File: src/verilog/eeprom_protect_consts.vh
// Purpose: constants for the serial eeprom protection and pin logic
// Assumes: 8-bit opcodes, 13-bit array address, 50 MHz sys_clk
// Notes: definitions only
`ifndef EEPROM_PROTECT_CONSTS_VH
`define EEPROM_PROTECT_CONSTS_VH
`define OP_READ 8'h03
`define OP_WRITE 8'h02
`define OP_WRITE_DISABLE 8'h04
`define OP_WRITE_ENABLE 8'h06
`define OP_STATUS_READ 8'h05
`define OP_STATUS_WRITE 8'h01
`define SR_PIN_EN_BIT 7
`define SR_BP_HI_BIT 3
`define SR_BP_LO_BIT 2
`define SR_WEL_BIT 1
`define SR_WIP_BIT 0
`define SR_RESET 8'h00
`define PROT_QTR_BASE 13'h1800
`define PROT_HALF_BASE 13'h1000
`define SYS_CLK_MHZ 50
`define WRITE_CYCLE_US 5000
`define WRITE_CYCLE_CYC (`WRITE_CYCLE_US * `SYS_CLK_MHZ)
`endif

File: src/verilog/eeprom_protect.v
// Purpose: write protection, latch and pin control of a serial eeprom slave
// Assumes: serial pins sampled by sys_clk through three flops; sclk far slower
// Notes: array writes leave as a byte stream plus commit pulse, no array here
//
// Operation
// block-protect pair guards none, 1800h up, 1000h up or the whole array
// hardware protection needs pin low and pin-enable bit set together
// hardware protection blocks only nonvolatile status updates, nothing else
// a valid status write starts the timed write cycle on select rising
// write-enable latch is clear after power-up
// latch clears after any completed byte, page or status write
// host must end write sequences on an exact byte boundary
// array access during a write cycle is ignored; the cycle completes
// power-on in standby, latch clear, output released; select must fall first
// select high deselects, but a running write cycle still completes
// output released while deselected
// input latched on clock rise, output changed after clock fall
// protect pin low during status write blocks it; later falls do not
// host keeps pause high when not pausing
// pause taken while clock low, else deferred to next clock fall
// paused: sequence kept, pin transitions ignored, output released
// resume only when pause rises while clock low
// host keeps select low across a pause
// pause low releases the serial output at once
// write-enable opcode 06h sets latch, write-disable 04h clears it
// latch state readable as status bit 1; gates array writes
// status write is opcode then one data byte, msb first
`timescale 1ns/100ps
`include "eeprom_protect_consts.vh"
module eeprom_protect #(
    parameter WRITE_CYCLES = `WRITE_CYCLE_CYC,
    parameter FIFO_DEPTH = 16
) (
    input wire sys_clk,
    input wire rst_n,
    input wire sel_n_pin,
    input wire sclk_pin,
    input wire sdi_pin,
    input wire pause_n_pin,
    input wire wprot_n_pin,
    output reg sdo_out_q,
    output reg sdo_oe_n_q,
    output reg [7:0] status_q,
    output reg protect_pin_enable,
    output reg block_protect_hi,
    output reg block_protect_lo,
    output reg write_enable_latch,
    output reg write_in_progress,
    output reg [12:0] wr_addr_q,
    output reg [7:0] wr_data_q,
    output reg wr_data_valid_q,
    input wire wr_data_ready,
    output reg array_commit_q,
    output reg write_refused_q,
    output reg paused_q
);
    // states of the serial sequence, one-hot
    localparam [5:0] ST_IDLE = 6'b00_0001;
    localparam [5:0] ST_OPC = 6'b00_0010;
    localparam [5:0] ST_ADDR = 6'b00_0100;
    localparam [5:0] ST_WDATA = 6'b00_1000;
    localparam [5:0] ST_SDATA = 6'b01_0000;
    localparam [5:0] ST_OUT = 6'b10_0000;

    // three-flop samplers for every pin
    reg [2:0] sel_s_q;
    reg [2:0] sck_s_q;
    reg [2:0] sdi_s_q;
    reg [2:0] hold_s_q;
    reg [2:0] wp_s_q;
    reg sel_n_q;
    reg sck_q;
    reg hold_n_q;
    reg [5:0] state_q;
    reg [4:0] bit_cnt_q;
    reg [7:0] shift_q;
    reg [7:0] opcode_q;
    reg [15:0] addr_sh_q;
    reg [7:0] sr_new_q;
    reg sr_pending_q;
    reg wr_pending_q;
    reg wr_any_q;
    reg [31:0] wc_cnt_q;
    reg [7:0] out_sh_q;
    reg fifo_out_ready_q;
    wire sel_n_d;
    wire sck_d;
    wire hold_n_d;
    wire sck_rise;
    wire sck_fall;
    wire sel_rise;
    wire sel_fall;
    wire hw_prot;
    wire addr_prot;
    wire [7:0] shift_d;
    wire fifo_in_ready;
    wire fifo_out_valid;
    wire [7:0] fifo_out_data;
    wire byte_done;
    wire refuse_now;

    // a level counts once flops two and three agree
    assign sel_n_d = (sel_s_q[2] == sel_s_q[1]) ? sel_s_q[1] : sel_n_q;
    assign sck_d = (sck_s_q[2] == sck_s_q[1]) ? sck_s_q[1] : sck_q;
    assign hold_n_d = (hold_s_q[2] == hold_s_q[1]) ? hold_s_q[1] : hold_n_q;

    // events; clock edges are ignored while paused or deselected
    assign sck_rise = sck_d && !sck_q && !sel_n_q && hold_n_q;
    assign sck_fall = !sck_d && sck_q && !sel_n_q && hold_n_q;
    assign sel_rise = sel_n_d && !sel_n_q;
    assign sel_fall = !sel_n_d && sel_n_q;
    assign shift_d = {shift_q[6:0], sdi_s_q[2]};
    assign byte_done = sck_rise && (bit_cnt_q[2:0] == 3'd7);

    // hardware protection only with pin low and enable bit set
    assign hw_prot = !wp_s_q[2] && protect_pin_enable;

    // block-protect address decode of the target address
    assign addr_prot = ({block_protect_hi, block_protect_lo} == 2'b11) ||
        ({block_protect_hi, block_protect_lo} == 2'b10 && addr_sh_q[12:0] >= `PROT_HALF_BASE) ||
        ({block_protect_hi, block_protect_lo} == 2'b01 && addr_sh_q[12:0] >= `PROT_QTR_BASE);

    // a completed write sequence that the latch or protection turns away
    assign refuse_now = sel_rise && !write_in_progress &&
        ((sr_pending_q && (!write_enable_latch || hw_prot)) ||
        (wr_pending_q && opcode_q == `OP_WRITE && (!write_enable_latch || addr_prot)));

    // pin sampling and level filters
    always @(posedge sys_clk) begin
        if (!rst_n) begin
            sel_s_q <= 3'b111;
            sck_s_q <= 3'b000;
            sdi_s_q <= 3'b000;
            hold_s_q <= 3'b111;
            wp_s_q <= 3'b111;
            sel_n_q <= 1'b1;
            sck_q <= 1'b0;
            hold_n_q <= 1'b1;
        end else begin
            sel_s_q <= {sel_s_q[1:0], sel_n_pin};
            sck_s_q <= {sck_s_q[1:0], sclk_pin};
            sdi_s_q <= {sdi_s_q[1:0], sdi_pin};
            hold_s_q <= {hold_s_q[1:0], pause_n_pin};
            wp_s_q <= {wp_s_q[1:0], wprot_n_pin};
            sel_n_q <= sel_n_d;
            sck_q <= sck_d;
            // pause enters or leaves only while the clock is low; select high ends it at once
            if (hold_n_d != hold_n_q && !sck_d) begin
                hold_n_q <= hold_n_d;
            end
            if (sel_n_d) begin
                hold_n_q <= 1'b1;
            end
        end
    end

    // serial sequence decoder, latched on clock rise
    always @(posedge sys_clk) begin
        if (!rst_n) begin
            state_q <= ST_IDLE;
            bit_cnt_q <= 5'd0;
            shift_q <= 8'h00;
            opcode_q <= 8'h00;
            addr_sh_q <= 16'h0000;
            sr_new_q <= 8'h00;
            sr_pending_q <= 1'b0;
            wr_pending_q <= 1'b0;
            wr_any_q <= 1'b0;
            write_refused_q <= 1'b0;
        end else begin
            write_refused_q <= refuse_now;
            if (sel_n_q) begin
                state_q <= ST_IDLE;
                bit_cnt_q <= 5'd0;
                sr_pending_q <= 1'b0;
                wr_pending_q <= 1'b0;
                if (sel_fall) begin
                    state_q <= ST_OPC;
                end
            end else if (sck_rise) begin
                shift_q <= shift_d;
                bit_cnt_q <= bit_cnt_q + 5'd1;
                // any further bit after a full byte spoils a pending commit
                sr_pending_q <= 1'b0;
                wr_pending_q <= 1'b0;
                case (state_q)
                    ST_OPC: begin
                        if (byte_done) begin
                            opcode_q <= shift_d;
                            bit_cnt_q <= 5'd0;
                            if (write_in_progress && shift_d != `OP_STATUS_READ) begin
                                state_q <= ST_IDLE;
                            end else if (shift_d == `OP_READ || shift_d == `OP_WRITE) begin
                                state_q <= ST_ADDR;
                            end else if (shift_d == `OP_STATUS_WRITE) begin
                                state_q <= ST_SDATA;
                            end else if (shift_d == `OP_STATUS_READ) begin
                                state_q <= ST_OUT;
                            end else begin
                                state_q <= ST_IDLE;
                                wr_pending_q <= (shift_d == `OP_WRITE_ENABLE) ||
                                    (shift_d == `OP_WRITE_DISABLE);
                            end
                        end
                    end
                    ST_ADDR: begin
                        addr_sh_q <= {addr_sh_q[14:0], sdi_s_q[2]};
                        if (bit_cnt_q == 5'd15) begin
                            bit_cnt_q <= 5'd0;
                            wr_any_q <= 1'b0;
                            state_q <= (opcode_q == `OP_WRITE) ? ST_WDATA : ST_OUT;
                        end
                    end
                    ST_WDATA: begin
                        if (byte_done) begin
                            bit_cnt_q <= 5'd0;
                            wr_any_q <= 1'b1;
                            wr_pending_q <= 1'b1;
                        end
                    end
                    ST_SDATA: begin
                        if (byte_done) begin
                            sr_new_q <= shift_d;
                            sr_pending_q <= 1'b1;
                            state_q <= ST_IDLE;
                        end
                    end
                    default: begin
                        bit_cnt_q <= 5'd0;
                    end
                endcase
            end
        end
    end

    // latch, status bits and the self-timed write cycle
    always @(posedge sys_clk) begin
        if (!rst_n) begin
            write_enable_latch <= 1'b0;
            write_in_progress <= 1'b0;
            protect_pin_enable <= 1'b0;
            block_protect_hi <= 1'b0;
            block_protect_lo <= 1'b0;
            wc_cnt_q <= 32'd0;
            array_commit_q <= 1'b0;
            status_q <= `SR_RESET;
        end else begin
            array_commit_q <= 1'b0;
            status_q <= {protect_pin_enable, 3'b000, block_protect_hi, block_protect_lo,
                write_enable_latch, write_in_progress};
            if (write_in_progress) begin
                // runs to the end whatever select or the pin do
                if (wc_cnt_q == 32'd1) begin
                    write_in_progress <= 1'b0;
                    write_enable_latch <= 1'b0;
                end
                wc_cnt_q <= wc_cnt_q - 32'd1;
            end else if (sel_rise && wr_pending_q && opcode_q == `OP_WRITE_ENABLE) begin
                write_enable_latch <= 1'b1;
            end else if (sel_rise && wr_pending_q && opcode_q == `OP_WRITE_DISABLE) begin
                write_enable_latch <= 1'b0;
            end else if (sel_rise && sr_pending_q && write_enable_latch) begin
                // protect pin judged at commit; later falls cannot abort
                if (!hw_prot) begin
                    protect_pin_enable <= sr_new_q[`SR_PIN_EN_BIT];
                    block_protect_hi <= sr_new_q[`SR_BP_HI_BIT];
                    block_protect_lo <= sr_new_q[`SR_BP_LO_BIT];
                    write_in_progress <= 1'b1;
                    wc_cnt_q <= WRITE_CYCLES;
                end
            end else if (sel_rise && wr_pending_q && opcode_q == `OP_WRITE &&
                write_enable_latch && !addr_prot) begin
                write_in_progress <= 1'b1;
                wc_cnt_q <= WRITE_CYCLES;
                array_commit_q <= 1'b1;
            end
        end
    end

    // pause indication, follows the filtered pause level
    always @(posedge sys_clk) begin
        if (!rst_n) begin
            paused_q <= 1'b0;
        end else begin
            paused_q <= !hold_n_q;
        end
    end

    // start address of the data bytes, latched before the first byte is done
    always @(posedge sys_clk) begin
        if (!rst_n) begin
            wr_addr_q <= 13'h0000;
        end else if (state_q == ST_WDATA && !wr_any_q) begin
            wr_addr_q <= addr_sh_q[12:0];
        end
    end

    // status readout shifted after clock fall, released when idle or paused
    always @(posedge sys_clk) begin
        if (!rst_n) begin
            sdo_out_q <= 1'b0;
            sdo_oe_n_q <= 1'b1;
            out_sh_q <= 8'h00;
        end else begin
            if (sel_n_q || !hold_s_q[2] || !hold_n_q) begin
                sdo_oe_n_q <= 1'b1;
            end else if (state_q == ST_OUT && sck_fall) begin
                sdo_oe_n_q <= 1'b0;
            end
            if (state_q != ST_OUT) begin
                out_sh_q <= status_q;
            end else if (sck_fall) begin
                sdo_out_q <= out_sh_q[7];
                out_sh_q <= {out_sh_q[6:0], 1'b0};
            end
        end
    end

    // downstream drain register
    always @(posedge sys_clk) begin
        if (!rst_n) begin
            wr_data_q <= 8'h00;
            wr_data_valid_q <= 1'b0;
            fifo_out_ready_q <= 1'b0;
        end else begin
            fifo_out_ready_q <= !wr_data_valid_q || wr_data_ready;
            if (fifo_out_valid && fifo_out_ready_q && (!wr_data_valid_q || wr_data_ready)) begin
                wr_data_q <= fifo_out_data;
                wr_data_valid_q <= 1'b1;
            end else if (wr_data_ready) begin
                wr_data_valid_q <= 1'b0;
            end
        end
    end

    byte_fifo #(
        .WIDTH(8),
        .DEPTH(FIFO_DEPTH),
        .AW(4)
    ) u_fifo (
        .sys_clk(sys_clk),
        .rst_n(rst_n),
        .in_valid(state_q == ST_WDATA && byte_done),
        .in_ready(fifo_in_ready),
        .in_data(shift_d),
        .out_valid(fifo_out_valid),
        .out_ready(fifo_out_ready_q && (!wr_data_valid_q || wr_data_ready)),
        .out_data(fifo_out_data)
    );
endmodule // eeprom_protect

File: src/verilog/byte_fifo.v
// Purpose: small synchronous fifo for received data bytes
// Assumes: single clock, synchronous active-low reset
// Notes: valid/ready on both sides; full and empty are exact
`timescale 1ns/100ps
module byte_fifo #(
    parameter WIDTH = 8,
    parameter DEPTH = 16,
    parameter AW = 4
) (
    input wire sys_clk,
    input wire rst_n,
    input wire in_valid,
    output wire in_ready,
    input wire [WIDTH-1:0] in_data,
    output wire out_valid,
    input wire out_ready,
    output wire [WIDTH-1:0] out_data
);
    reg [WIDTH-1:0] mem_q [0:DEPTH-1];
    reg [AW-1:0] wr_ptr_q;
    reg [AW-1:0] rd_ptr_q;
    reg [AW:0] count_q;
    wire push;
    wire pop;

    // handshakes; full stalls the writer
    assign in_ready = (count_q != DEPTH[AW:0]);
    assign out_valid = (count_q != {(AW+1){1'b0}});
    assign out_data = mem_q[rd_ptr_q];
    assign push = in_valid && in_ready;
    assign pop = out_valid && out_ready;

    // storage has no reset, only pointers and count do
    always @(posedge sys_clk) begin
        if (push) begin
            mem_q[wr_ptr_q] <= in_data;
        end
    end

    // pointer and occupancy bookkeeping
    always @(posedge sys_clk) begin
        if (!rst_n) begin
            wr_ptr_q <= {AW{1'b0}};
            rd_ptr_q <= {AW{1'b0}};
            count_q <= {(AW+1){1'b0}};
        end else begin
            if (push) begin
                wr_ptr_q <= (wr_ptr_q == DEPTH[AW-1:0] - 1'b1) ? {AW{1'b0}} : wr_ptr_q + 1'b1;
            end
            if (pop) begin
                rd_ptr_q <= (rd_ptr_q == DEPTH[AW-1:0] - 1'b1) ? {AW{1'b0}} : rd_ptr_q + 1'b1;
            end
            if (push && !pop) begin
                count_q <= count_q + 1'b1;
            end else if (pop && !push) begin
                count_q <= count_q - 1'b1;
            end
        end
    end
endmodule // byte_fifo

File: config.mk
export PLATFORM = sky130hd
export DESIGN_NAME = eeprom_protect
export DESIGN_NICKNAME = d
export VERILOG_FILES = /design/src/verilog/eeprom_protect.v /design/src/verilog/byte_fifo.v
export VERILOG_INCLUDE_DIRS = /design/src /design/src/verilog
export SDC_FILE = /design/constraint.sdc
export NUM_CORES = 1
export LEC_CHECK = 0
export BUFFER_PORTS_ARGS = -buffer_cell sky130_fd_sc_hd__buf_2
export CAP_MARGIN = 20
export CORE_MARGIN = 10
export CORE_UTILIZATION = 40
export DETAILED_ROUTE_END_ITERATION = 10
export HOLD_SLACK_MARGIN = 0.15
export PLACE_DENSITY = 0.56
export SYNTH_ARGS = -nofsm -noshare
export SYNTH_HDL_FRONTEND = slang
export SYNTH_SLANG_ARGS = --single-unit
File: constraint.sdc
create_clock -name sys_clk -period 2.9 [get_ports sys_clk]
set_input_delay 0.145 -clock sys_clk [delete_from_list [all_inputs] [get_ports sys_clk]]
set_output_delay 0.145 -clock sys_clk [all_outputs]
set_load 0.02 [all_outputs]
==> results of run 1 <==
==> kinds of logic after synthesis <==
logic type	Yosys count	share of synthesized area [%]
simple gates	357	16.6
flops	282	59.1
compound gates	153	9.19
buf+inv	80	2.78
mux	72	9.67
fa+ha+maj	17	1.86
xor+xnor	11	0.821
other cells	1	0.0320
==> report_power, final <==
group,internal (W),leakage [nW],switching [W]
combinational,0.0000302,1.93,0.0000489
clock,0.00226,0.480,0.00151
sequential,0.00413,2.46,0.00000407
==> Yosys cell counts, types with 3 or more instances <==
cell type and count:
dfxtp_1 154, xnor2_1 7, edfxtp_1 128, o211a_1 4
o31ai_1 15, a21oi_1 27, and3b_1 3, and2_1 34
inv_1 19, a211oi_1 4, buf_1 4, nor2b_1 35
a31oi_1 5, ha_1 15, nand2b_1 17, nor2_1 35
nand2_1 100, mux2i_1 39, nand4b_1 3, nand3_1 13
o22ai_1 8, clkbuf_1 42, nand4_1 6, a21o_1 3
nand3b_1 12, o21a_1 13, buf_4 3, o21ai_0 18
and3_1 6, nor4_1 22, or4_1 4, a21boi_0 16
nor4b_1 5, xor2_1 4, a221oi_1 7, buf_2 12
nor3_1 28, mux4_2 33, a22o_1 7, nor3b_1 12
or3_1 12, o31a_1 4
==> layer usage <==
metal  global-route usage [%]  up-vias  share of wire (%)
met1                     19.7     3804                 46
li1                         -     3750                  -
met3                     2.19       30                4.2
met5                        0        -                  0
met4                     2.97        0                1.3
met2                     24.9      124                 49
==> area by class of cell <==
type | instances | area (µm²)
Clock buffer | 41 | 833
Fill cell | 2594 | 15200
Multi-Input combinational cell | 613 | 4520
Sequential cell | 282 | 6930
Tap cell | 384 | 480
Inverter | 19 | 71.3
Timing Repair Buffer | 98 | 648
Clock inverter | 15 | 146
==> metrics by stage <==
| step | worst slack [ns] | hold WS [ns] |
|---|---|---|
| 6_report | 0.192 | 0.328 |
| 5_1_grt | 0.00755 | 0.335 |
| 4_1_cts | 0.153 | 0.299 |
| 3_5_place_dp | 0.180 | 0.331 |
| 3_3_place_gp | 0.215 | 0.329 |
| 2_1_floorplan | 0.0163 | 0.246 |
==> sequential cells by signal, summed over array words and instances, names as in the netlist, 3 cells and up <==
name	cells
status_q	5
sr_new_q	3
u_fifo.rd_ptr_q	4
state_q	6
hold_s_q	3
shift_q	7
wp_s_q	3
sel_s_q	3
u_fifo.mem_q	128
u_fifo.count_q	5
bit_cnt_q	5
u_fifo.wr_ptr_q	4
sck_s_q	3
wr_addr_q	13
wr_data_q	8
opcode_q	8
addr_sh_q	13
sdi_s_q	3
wc_cnt_q	32
out_sh_q	8
==> cells in the final DEF (no fill, tap or decap), drive strengths merged, types with 8 or more instances in the layout <==
cell type,synthesis,final
a21boi,16,16
a21oi,27,27
and2,34,34
buf,19,90
clkbuf,42,41
clkinv,0,11
dfxtp,154,154
dlygate4sd3,0,8
edfxtp,128,128
ha,15,15
inv,19,19
mux2i,39,39
mux4,33,33
nand2,100,100
nand2b,17,17
nand3,13,13
nand3b,12,12
nor2,35,35
nor2b,35,35
nor3,28,28
nor3b,12,12
nor4,24,24
o21a,13,13
o21ai,19,19
o22ai,8,8
o31ai,15,15
or3,14,14
==> worst max-delay path: cells and delay by family (launching register included) <==
| family | cells | cell delay, ns |
|---|---|---|
| xor+xnor | 1 | 0.08 |
| compound gates | 4 | 0.82 |
| buf+inv | 2 | 0.14 |
| flops | 1 | 0.34 |
| fa+ha+maj | 2 | 0.58 |
| simple gates | 2 | 0.68 |
==> worst paths after layout <==
| check | start | to | slack, ns | cells past startpoint |
|---|---|---|---|---|
| hold / removal | wprot_n_pin | wp_s_q[0]$_SDFF_PN1_ | 0.33 | 3 |
| hold reg to reg | wp_s_q[1]$_SDFF_PN1_ | wp_s_q[2]$_SDFF_PN1_ | 0.41 | 1 |
| setup reg to reg | u_fifo.count_q[2]$_SDFFE_PN0P_ | u_fifo.count_q[4]$_SDFFE_PN0P_ | 0.19 | 11 |
| setup / recovery | u_fifo.count_q[2]$_SDFFE_PN0P_ | u_fifo.count_q[4]$_SDFFE_PN0P_ | 0.19 | 11 |
==> timing repair <==
item	in CTS	in global routing
setup buffers	0	0
resized for setup	0	5
hold buffers	8	0
setup endpoints to repair	0	1
hold endpoints to repair	24	0
==> out/metrics.csv, run 1 <==
stage;metric;value;unit
finish;fin util;47.4;%
global_routing;first-pass GRT wire length;43300;µm
setup_path;crit path capture type;register;
synth;top cell type's share of synthesized area;32.8;%
synth;ys async rst share;0;%
power;P per Cell Area;586;nW/µm²
power;VDD IR-drop max;444;µV
setup_path;Critical Setup Path Class;reg2reg;
sta;Setup violations, final;0;
global_routing;number of global-route vias before repair;7699;
sta;FMAX;369;MHz
sta;Hold Vio Cnt, Final;0;
synth;Post-synth EDFFs;128;
setup_path;Crit path arrival time;3.17;ns
global_routing;Total Routing Usage GR;14.7;%
setup_path;slowest stage delay, CP;0.39;ns
placement;Final HPWL DP;18100;µm
finish;# nets final;1068;
detailed_routing;via count;7708;
synth;Syn Inst Count;973;
outcome;status;finished clean;
synth;Area contributors post-synth;edfxtp_1 (33%), dfxtp_1 (26%), mux4_2 (6.3%);
placement;IO buf count;44;
setup_path;critical path's slowest cell;fa_2;
sta;total negative setup slack;0;ns
flow_run;maxcap violations;0;
finish;share of layout cells above drive strength 1;17.5;%
sta;worst rel slew slack;47.3;%
setup_path;Critical Path Fanout Max;4;
detailed_routing;final routed DRC violation total;0;
synth;Yosys reg bits;282;
setup_path;crit-path cells;or3_1 > o311a_1 > inv_1 > ha_2 > inv_2 > fa_2 > a21o_1 > a21oi_2 > xnor2_1 > or3_1 > a21boi_0;
sta;Least-Margin Pin Slew;0.789;ns
synth;Syn Std Cell Area;11700;µm²
synth;Synth area leader;edfxtp_1;
placement;Placed Instances;1388;
hold_path;HP Class;in2reg;
floorplan;die height;191;µm
power;Leak Pwr;4.87;nW
detailed_routing;drt pass-1 iters;5;
detailed_routing;final wirelength;27000;µm
clock_network;CTS max path bufs;3;
global_routing;antenna violations before repair;0;
clock_network;clk sinks;282;
synth;YS warnings;0;
sta;Clock Skew;0.00734;ns
finish;fin cells;1452;
finish;Antenna diodes;0;
synth;ys flop type;dfxtp_1;
setup_path;Required @ worst endpoint;3.36;ns
synth;sequential element share of the synthesized area;59.1;%
clock_network;Clock Latency Late Sink;0.54;ns
finish;Design Area, Final;13600;µm²
power;total power;0.00799;W
sta;RSZ-0062 raised after global routing;false;
detailed_routing;via/cell ratio;5.31;
clock_network;clk slew on worst S/H paths;0.06;ns
global_routing;grt total ovfl;0;
synth;syn avg cell area;12.1;µm²
finish;Syn-to-layout area delta;16.2;%
floorplan;core area;28800;µm²
placement;routability cong.;0.804;
clock_network;CTS root buffer;clkbuf_16;
sta;minimum clock period;2.71;ns
floorplan;Top Ports;48;
sta;fin crit share;93.4;%
setup_path;type of origin of the critical path;register;
placement;post-place instance area;12500;µm²
floorplan;initial core utilization;40.7;%
floorplan;die area;36600;µm²
detailed_routing;final antenna-violating net count;0;
detailed_routing;Avg WL per Cell;18.6;µm
clock_network;htree depth;1;
detailed_routing;DR iter-0 viols;500;
global_routing;largest net degree at the start of global routing;64;
sta;Final Max Slew Viols;0;
clock_network;TritonCTS clock tree;yes;
synth;Distinct cells, synth;67;
floorplan;Chip Width;191;µm
setup_path;most used cell along the critical path;or3_1;
clock_network;Num CTS Buffers;30;
floorplan;Rows;62;
Note: power is estimated with default switching activity, not from simulation.
==> run 2: changes to the inputs <==
--- a/config.mk
+++ b/config.mk
@@ -11,6 +11,7 @@
 export CORE_MARGIN = 10
 export CORE_UTILIZATION = 40
 export DETAILED_ROUTE_END_ITERATION = 10
+export GPL_TIMING_DRIVEN = 0
 export HOLD_SLACK_MARGIN = 0.15
 export PLACE_DENSITY = 0.56
 export SYNTH_ARGS = -nofsm -noshare
==> out/metrics.csv, run 2 (synthesized netlist as in run 1, its figures left out) <==
stage;metric;value;unit;change
setup_path;FF-to-FF setup slack;0.13;ns;-0.06 ns
finish;biggest regs;u_fifo.mem_q: 128 flops, wc_cnt_q: 32 flops;;
sta;worst rel slew slack;33.0;%;-14 points
global_routing;Total Routing Usage GR;15.3;%;+0.58 points
setup_path;crit-path cells;or3_4 > o311a_4 > inv_1 > ha_2 > inv_2 > fa_2 > a21o_1 > a21oi_2 > xnor2_1 > or3_1 > a21boi_1;;
placement;IO buf count;44;;unchanged
detailed_routing;final wirelength;28200;µm;+4.5%
global_routing;largest net degree at the start of global routing;23;;-64%
setup_path;Crit path arrival time;3.24;ns;+0.07 ns
sta;total negative setup slack;0;ns;unchanged
power;P per Cell Area;590;nW/µm²;+0.70%
flow_run;maxcap violations;0;;unchanged
placement;routability cong.;0.875;;+8.8%
power;Leak Pwr;4.78;nW;-1.8%
setup_path;critical path's slowest cell;or3_4;;
sta;Clock Skew;0.0298;ns;+0.0225 ns
detailed_routing;DR iter-0 viols;608;;+22%
detailed_routing;via/cell ratio;5.33;;+0.36%
detailed_routing;drt pass-1 iters;5;;unchanged
floorplan;Chip Width;191;µm;unchanged
finish;Design Area, Final;13600;µm²;-0.10%
finish;share of layout cells above drive strength 1;15.8;%;-1.7 points
floorplan;core area;28800;µm²;unchanged
sta;FMAX;361;MHz;-2.3%
finish;commonest cells after routing, fill and taps aside;dfxtp_1 (150), edfxtp_1 (128), nand2_1 (100), buf_2 (57), clkbuf_1 (43);;
floorplan;die area;36600;µm²;unchanged
power;VDD IR-drop max;407;µV;-8.3%
detailed_routing;final routed DRC violation total;0;;unchanged
hold_path;worst hold stages;3;;unchanged
hold_path;HP Class;in2reg;;
sta;Least-Margin Pin Slew;1.00;ns;+0.214 ns
sta;fin crit share;95.6;%;+2.2 points
floorplan;die height;191;µm;unchanged
outcome;status;finished clean;;
finish;Top reg by flops;u_fifo.mem_q;;
setup_path;type of origin of the critical path;register;;
global_routing;number of global-route vias before repair;7723;;+0.31%
finish;# fillers;2590;;-0.15%
sta;RSZ-0062 raised after global routing;false;;
setup_path;crit path capture type;register;;
sta;minimum clock period;2.77;ns;+0.0634 ns
global_routing;first-pass GRT wire length;44500;µm;+2.7%
global_routing;antenna violations before repair;0;;unchanged
global_routing;grt total ovfl;0;;unchanged
sta;Final Max Slew Viols;0;;unchanged
clock_network;TritonCTS clock tree;yes;;
detailed_routing;via count;7794;;+1.1%
detailed_routing;final antenna-violating net count;0;;unchanged
sta;worst setup margin;0.129;ns;-0.0634 ns
finish;most common cell after layout, fill and taps aside;dfxtp_1;;
hold_path;worst hold start;pause_n_pin;;
finish;Antenna diodes;0;;unchanged
placement;post-place instance area;12500;µm²;-0.57%
setup_path;buffers plus inverters on the worst setup path;2;;unchanged
setup_path;worst r2r src;u_fifo.count_q[1]$_SDFFE_PN0P_;;
setup_path;reg2reg path depth;11;;unchanged
placement;Final HPWL DP;19000;µm;+5.2%
finish;Syn-to-layout area delta;16.1;%;
clock_network;clk slew on worst S/H paths;0.06;ns;about the same
floorplan;Top Ports;48;;unchanged
hold_path;Hold EP;hold_s_q[0]$_SDFF_PN1_;;
placement;pre-CTS setup slack;-0.547;ns;-0.727 ns
clock_network;htree depth;1;;unchanged
finish;fin cells;1463;;+0.76%
detailed_routing;Avg WL per Cell;19.3;µm;+3.7%
clock_network;Num CTS Buffers;30;;unchanged
clock_network;Clock Latency Late Sink;0.56;ns;+0.02 ns
clock_network;CTS root buffer;clkbuf_16;;
setup_path;CP top delay family;compound AO/OA/AOI/OAI gates;;
floorplan;initial core utilization;40.7;%;unchanged
finish;max reg flops;128;;unchanged
sta;Hold Vio Cnt, Final;0;;unchanged
setup_path;worst r2r dst;u_fifo.count_q[4]$_SDFFE_PN0P_;;
placement;Placed Instances;1404;;+1.2%
sta;Setup violations, final;0;;unchanged
setup_path;Critical Path Fanout Max;5;;+1
finish;# nets final;1081;;+1.2%
setup_path;slowest stage delay, CP;0.40;ns;about the same
floorplan;Rows;62;;unchanged
setup_path;Critical Setup Path Class;reg2reg;;
clock_network;CTS max path bufs;3;;unchanged
clock_network;clk sinks;282;;unchanged
setup_path;Required @ worst endpoint;3.37;ns;about the same
==> run 2: area by class of cell <==
cell class                 count  area (µm²)  area share, %
tap                          384         480           3.53
multi-input combinational    613        4580           33.7
buffer                        54         229           1.68
clock inverter                10         104          0.763
timing repair buffer          57         333           2.44
clock buffer                  44         885           6.50
inverter                      19        71.3          0.524
sequential                   282        6930           50.9
==> run 2: metal layers <==
metal  vias up  GRT usage (%)  part of all wire, %
met5         -              0                    0
met4         0           3.40                  1.1
met3        25           2.13                  4.7
met2       172           24.0                   46
met1      3817           22.0                   48
li1       3780              -                    -
==> run 2: how the worst max path moves through the flow <==
stage	to	depth (start not counted)	slack, ns	start
after global routing	u_fifo.count_q[4]$_SDFFE_PN0P_	11	0.007	u_fifo.count_q[1]$_SDFFE_PN0P_
after global placement	u_fifo.count_q[4]$_SDFFE_PN0P_	13	-0.46	sel_n_q$_SDFF_PN1_
after CTS	u_fifo.count_q[4]$_SDFFE_PN0P_	12	0.005	bit_cnt_q[0]$_SDFFE_PP0P_
after floorplan	u_fifo.count_q[4]$_SDFFE_PN0P_	13	0.02	u_fifo.count_q[1]$_SDFFE_PN0P_
after detailed placement	u_fifo.count_q[4]$_SDFFE_PN0P_	13	-0.55	sel_n_q$_SDFF_PN1_
final	u_fifo.count_q[4]$_SDFFE_PN0P_	11	0.13	u_fifo.count_q[1]$_SDFFE_PN0P_
==> run 2: repair_timing <==
action                                  CTS  global route
gates resized for setup                  15             7
pin swaps                                 2             4
endpoints found under the setup margin   35             3
endpoints found under the hold margin     9             0
buffers inserted                          3             2
hold buffers                              7             0
==> run 2: report_power, final <==
group | internal, W | switching, W | leakage, nW
registers | 0.00413 | 0.00000712 | 2.46
clock network | 0.00227 | 0.00153 | 0.477
logic | 0.0000331 | 0.0000598 | 1.84
==> run 2: metrics by stage <==
step / hold slack, ns / utilization, % / total power (W)
after floorplan: 0.246 / - / 0.00427
after global placement: 0.327 / 43.3 / 0.00431
after detailed placement: 0.329 / 43.4 / 0.00431
after CTS: 0.289 / 47.2 / 0.00811
after global routing: 0.318 / 47.3 / 0.00829
final: 0.307 / 47.3 / 0.00804
==> run 2: worst reg2reg max path, delay by kind of cell, from the launching register on <==
kind | cells | cell delay [ns]
AOI/OAI and AO/OA | 4 | 0.87
xor gates and xnor gates | 1 | 0.08
adders and majority gates | 2 | 0.54
buffers and inverters | 2 | 0.13
DFF | 1 | 0.35
and+or+nand+nor | 2 | 0.70
==> run 3: changes to the inputs <==
==> constraint.sdc (replaced) <==
create_clock -name sys_clk -period 2.4 [get_ports sys_clk]
set_input_delay 0.12 -clock sys_clk [delete_from_list [all_inputs] [get_ports sys_clk]]
set_output_delay 0.12 -clock sys_clk [all_outputs]
set_load 0.02 [all_outputs]
==> out/metrics.csv, run 3 (synthesized netlist as in run 1, its figures left out) <==
stage;metric;value;unit;change
clock_network;clk slew on worst S/H paths;0.06;ns;about the same
floorplan;die area;36600;µm²;unchanged
detailed_routing;final antenna-violating net count;0;;unchanged
finish;Syn-to-layout area delta;18.1;%;
detailed_routing;final wirelength;28400;µm;+0.62%
detailed_routing;drt pass-1 iters;5;;unchanged
finish;area of the multi-input gates;4700;µm²;+2.5%
outcome;failing checks;setup timing;;
finish;Antenna diodes;0;;unchanged
sta;FMAX;383;MHz;+6.2%
finish;Storage cell area;6940;µm²;about the same
clock_network;Clock Latency Late Sink;0.55;ns;about the same
placement;Final HPWL DP;19100;µm;+0.63%
sta;Setup violations, final;2;;+2
power;Leak Pwr;4.90;nW;+2.4%
finish;most common cell after layout, fill and taps aside;dfxtp_1;;
floorplan;Rows;62;;unchanged
floorplan;die height;191;µm;unchanged
power;P per Cell Area;703;nW/µm²;+19%
power;VDD IR-drop max;479;µV;+18%
detailed_routing;Avg WL per Cell;19.3;µm;about the same
finish;fin util;48.1;%;+0.80 points
finish;max reg flops;128;;unchanged
finish;share of layout cells above drive strength 1;18.5;%;+2.6 points
floorplan;initial core utilization;40.7;%;unchanged
floorplan;Chip Width;191;µm;unchanged
setup_path;Crit path arrival time;3.09;ns;-0.15 ns
setup_path;Required @ worst endpoint;2.88;ns;-0.49 ns
global_routing;number of global-route vias before repair;7807;;+1.1%
finish;commonest cells after routing, fill and taps aside;dfxtp_1 (149), edfxtp_1 (128), nand2_1 (100), buf_2 (55), clkbuf_1 (40);;
global_routing;first-pass GRT wire length;44800;µm;+0.70%
global_routing;antenna violations before repair;0;;unchanged
setup_path;reg2reg path depth;11;;unchanged
setup_path;crit path capture type;register;;
finish;biggest regs;u_fifo.mem_q: 128 flops, wc_cnt_q: 32 flops;;
outcome;status;complete, but fails checks;;
clock_network;Num CTS Buffers;31;;+3.3%
floorplan;core area;28800;µm²;unchanged
detailed_routing;final routed DRC violation total;0;;unchanged
setup_path;FF-to-FF setup slack;-0.21;ns;-0.34 ns
sta;Hold Vio Cnt, Final;0;;unchanged
setup_path;worst r2r dst;u_fifo.count_q[4]$_SDFFE_PN0P_;;
global_routing;grt total ovfl;0;;unchanged
setup_path;worst r2r src;u_fifo.count_q[2]$_SDFFE_PN0P_;;
sta;fin crit share;109;%;+13 points
detailed_routing;DR iter-0 viols;572;;-5.9%
clock_network;CTS max path bufs;3;;unchanged
floorplan;Top Ports;48;;unchanged
sta;RSZ-0062 raised after global routing;true;;
power;total power;0.00974;W;+21%
setup_path;Critical Setup Path Class;reg2reg;;
finish;Top reg by flops;u_fifo.mem_q;;
placement;routability cong.;0.817;;-6.6%
placement;pre-CTS setup slack;-0.677;ns;-0.130 ns
clock_network;CTS root buffer;clkbuf_16;;
clock_network;clk sinks;282;;unchanged
setup_path;type of origin of the critical path;register;;
sta;Final Max Slew Viols;0;;unchanged
detailed_routing;via/cell ratio;5.32;;-0.22%
sta;Clock Skew;0.00938;ns;-0.0204 ns
detailed_routing;via count;7830;;+0.46%
setup_path;CP Capture Point;u_fifo.count_q[4]$_SDFFE_PN0P_;;
setup_path;Crit. Startpoint;u_fifo.count_q[2]$_SDFFE_PN0P_;;
placement;IO buf count;44;;unchanged
sta;worst rel slew slack;32.2;%;-0.77 points
sta;total negative setup slack;-0.261;ns;-0.261 ns
setup_path;Critical Path Fanout Max;4;;-1
sta;minimum clock period;2.61;ns;-0.161 ns
sta;worst setup margin;-0.210;ns;-0.339 ns
finish;# nets final;1089;;+0.74%
global_routing;largest net degree at the start of global routing;23;;unchanged
flow_run;maxcap violations;0;;unchanged
clock_network;htree depth;1;;unchanged
global_routing;Total Routing Usage GR;15.5;%;+0.19 points
finish;# fillers;2632;;+1.6%
sta;Least-Margin Pin Slew;1.01;ns;+0.0116 ns
clock_network;TritonCTS clock tree;yes;;
hold_path;HP Class;in2reg;;
[run 3: cell types whose count changed in the layout (fill, tap and decap cells not counted), sizes merged]
cell	delta
buf	+6
clkbuf	-1
clkinv	+7
clkinvlp	-2
[run 3: power by group]
part	leakage (nW)	total, W	switching (W)	internal [W]
combinational	1.93	0.000111	0.0000708	0.0000398
sequential	2.46	0.00500	0.00000869	0.00499
clock	0.500	0.00463	0.00189	0.00273
[run 3: repair_timing]
action,in CTS,in global routing
cloned,0,0
hold buffers,7,0
pin swaps,6,4
endpoints found under the setup margin,159,77
gates resized for setup,26,18
buffers inserted,9,3
endpoints found under the hold margin,9,0
[run 3: critical path: stages, from the launching register on]
cell and delay (ns):
dfxtp_4 0.34, or3_4 0.37, o311a_4 0.37, inv_6 0.10, ha_4 0.15, inv_4 0.05
fa_2 0.34, a21o_1 0.18, a21oi_2 0.13, xnor2_1 0.09, or3_1 0.30, a21boi_1 0.12
[run 3: how the worst min path moves through the flow]
stage / slack, ns / cells past startpoint / start / to
after floorplan: 0.22 / 1 / pause_n_pin / hold_s_q[0]$_SDFF_PN1_
after global placement: 0.30 / 2 / wprot_n_pin / wp_s_q[0]$_SDFF_PN1_
after detailed placement: 0.30 / 2 / pause_n_pin / hold_s_q[0]$_SDFF_PN1_
after CTS: 0.27 / 3 / sel_n_pin / sel_s_q[0]$_SDFF_PN1_
after global routing: 0.27 / 3 / pause_n_pin / hold_s_q[0]$_SDFF_PN1_
final: 0.28 / 3 / pause_n_pin / hold_s_q[0]$_SDFF_PN1_
[run 3: through the flow]
stage / area (µm²) / std cells / hold WS [ns]
after CTS: 13800 / 1470 / 0.265
after global routing: 13800 / 1473 / 0.270
after global placement: 12500 / 1403 / 0.302
final: 13800 / 1473 / 0.283
after floorplan: 11800 / 975 / 0.221
after detailed placement: 12500 / 1403 / 0.303
[run 3: metal layers]
layer | GRT usage, % | share of wire [%]
met1 | 22.1 | 49
met2 | 24.1 | 45
met3 | 2.57 | 4.6
met4 | 3.61 | 1.5
met5 | 0 | 0
[run 3: final cells by class]
type,count,area share [%]
clock buffers,42,6.26
clock inverters,15,0.949
flip-flops and latches,282,50.1
well taps,384,3.47
inverters,19,0.569
multi-input cells,613,33.9
plain buffers,55,1.80
repair buffers,63,2.93
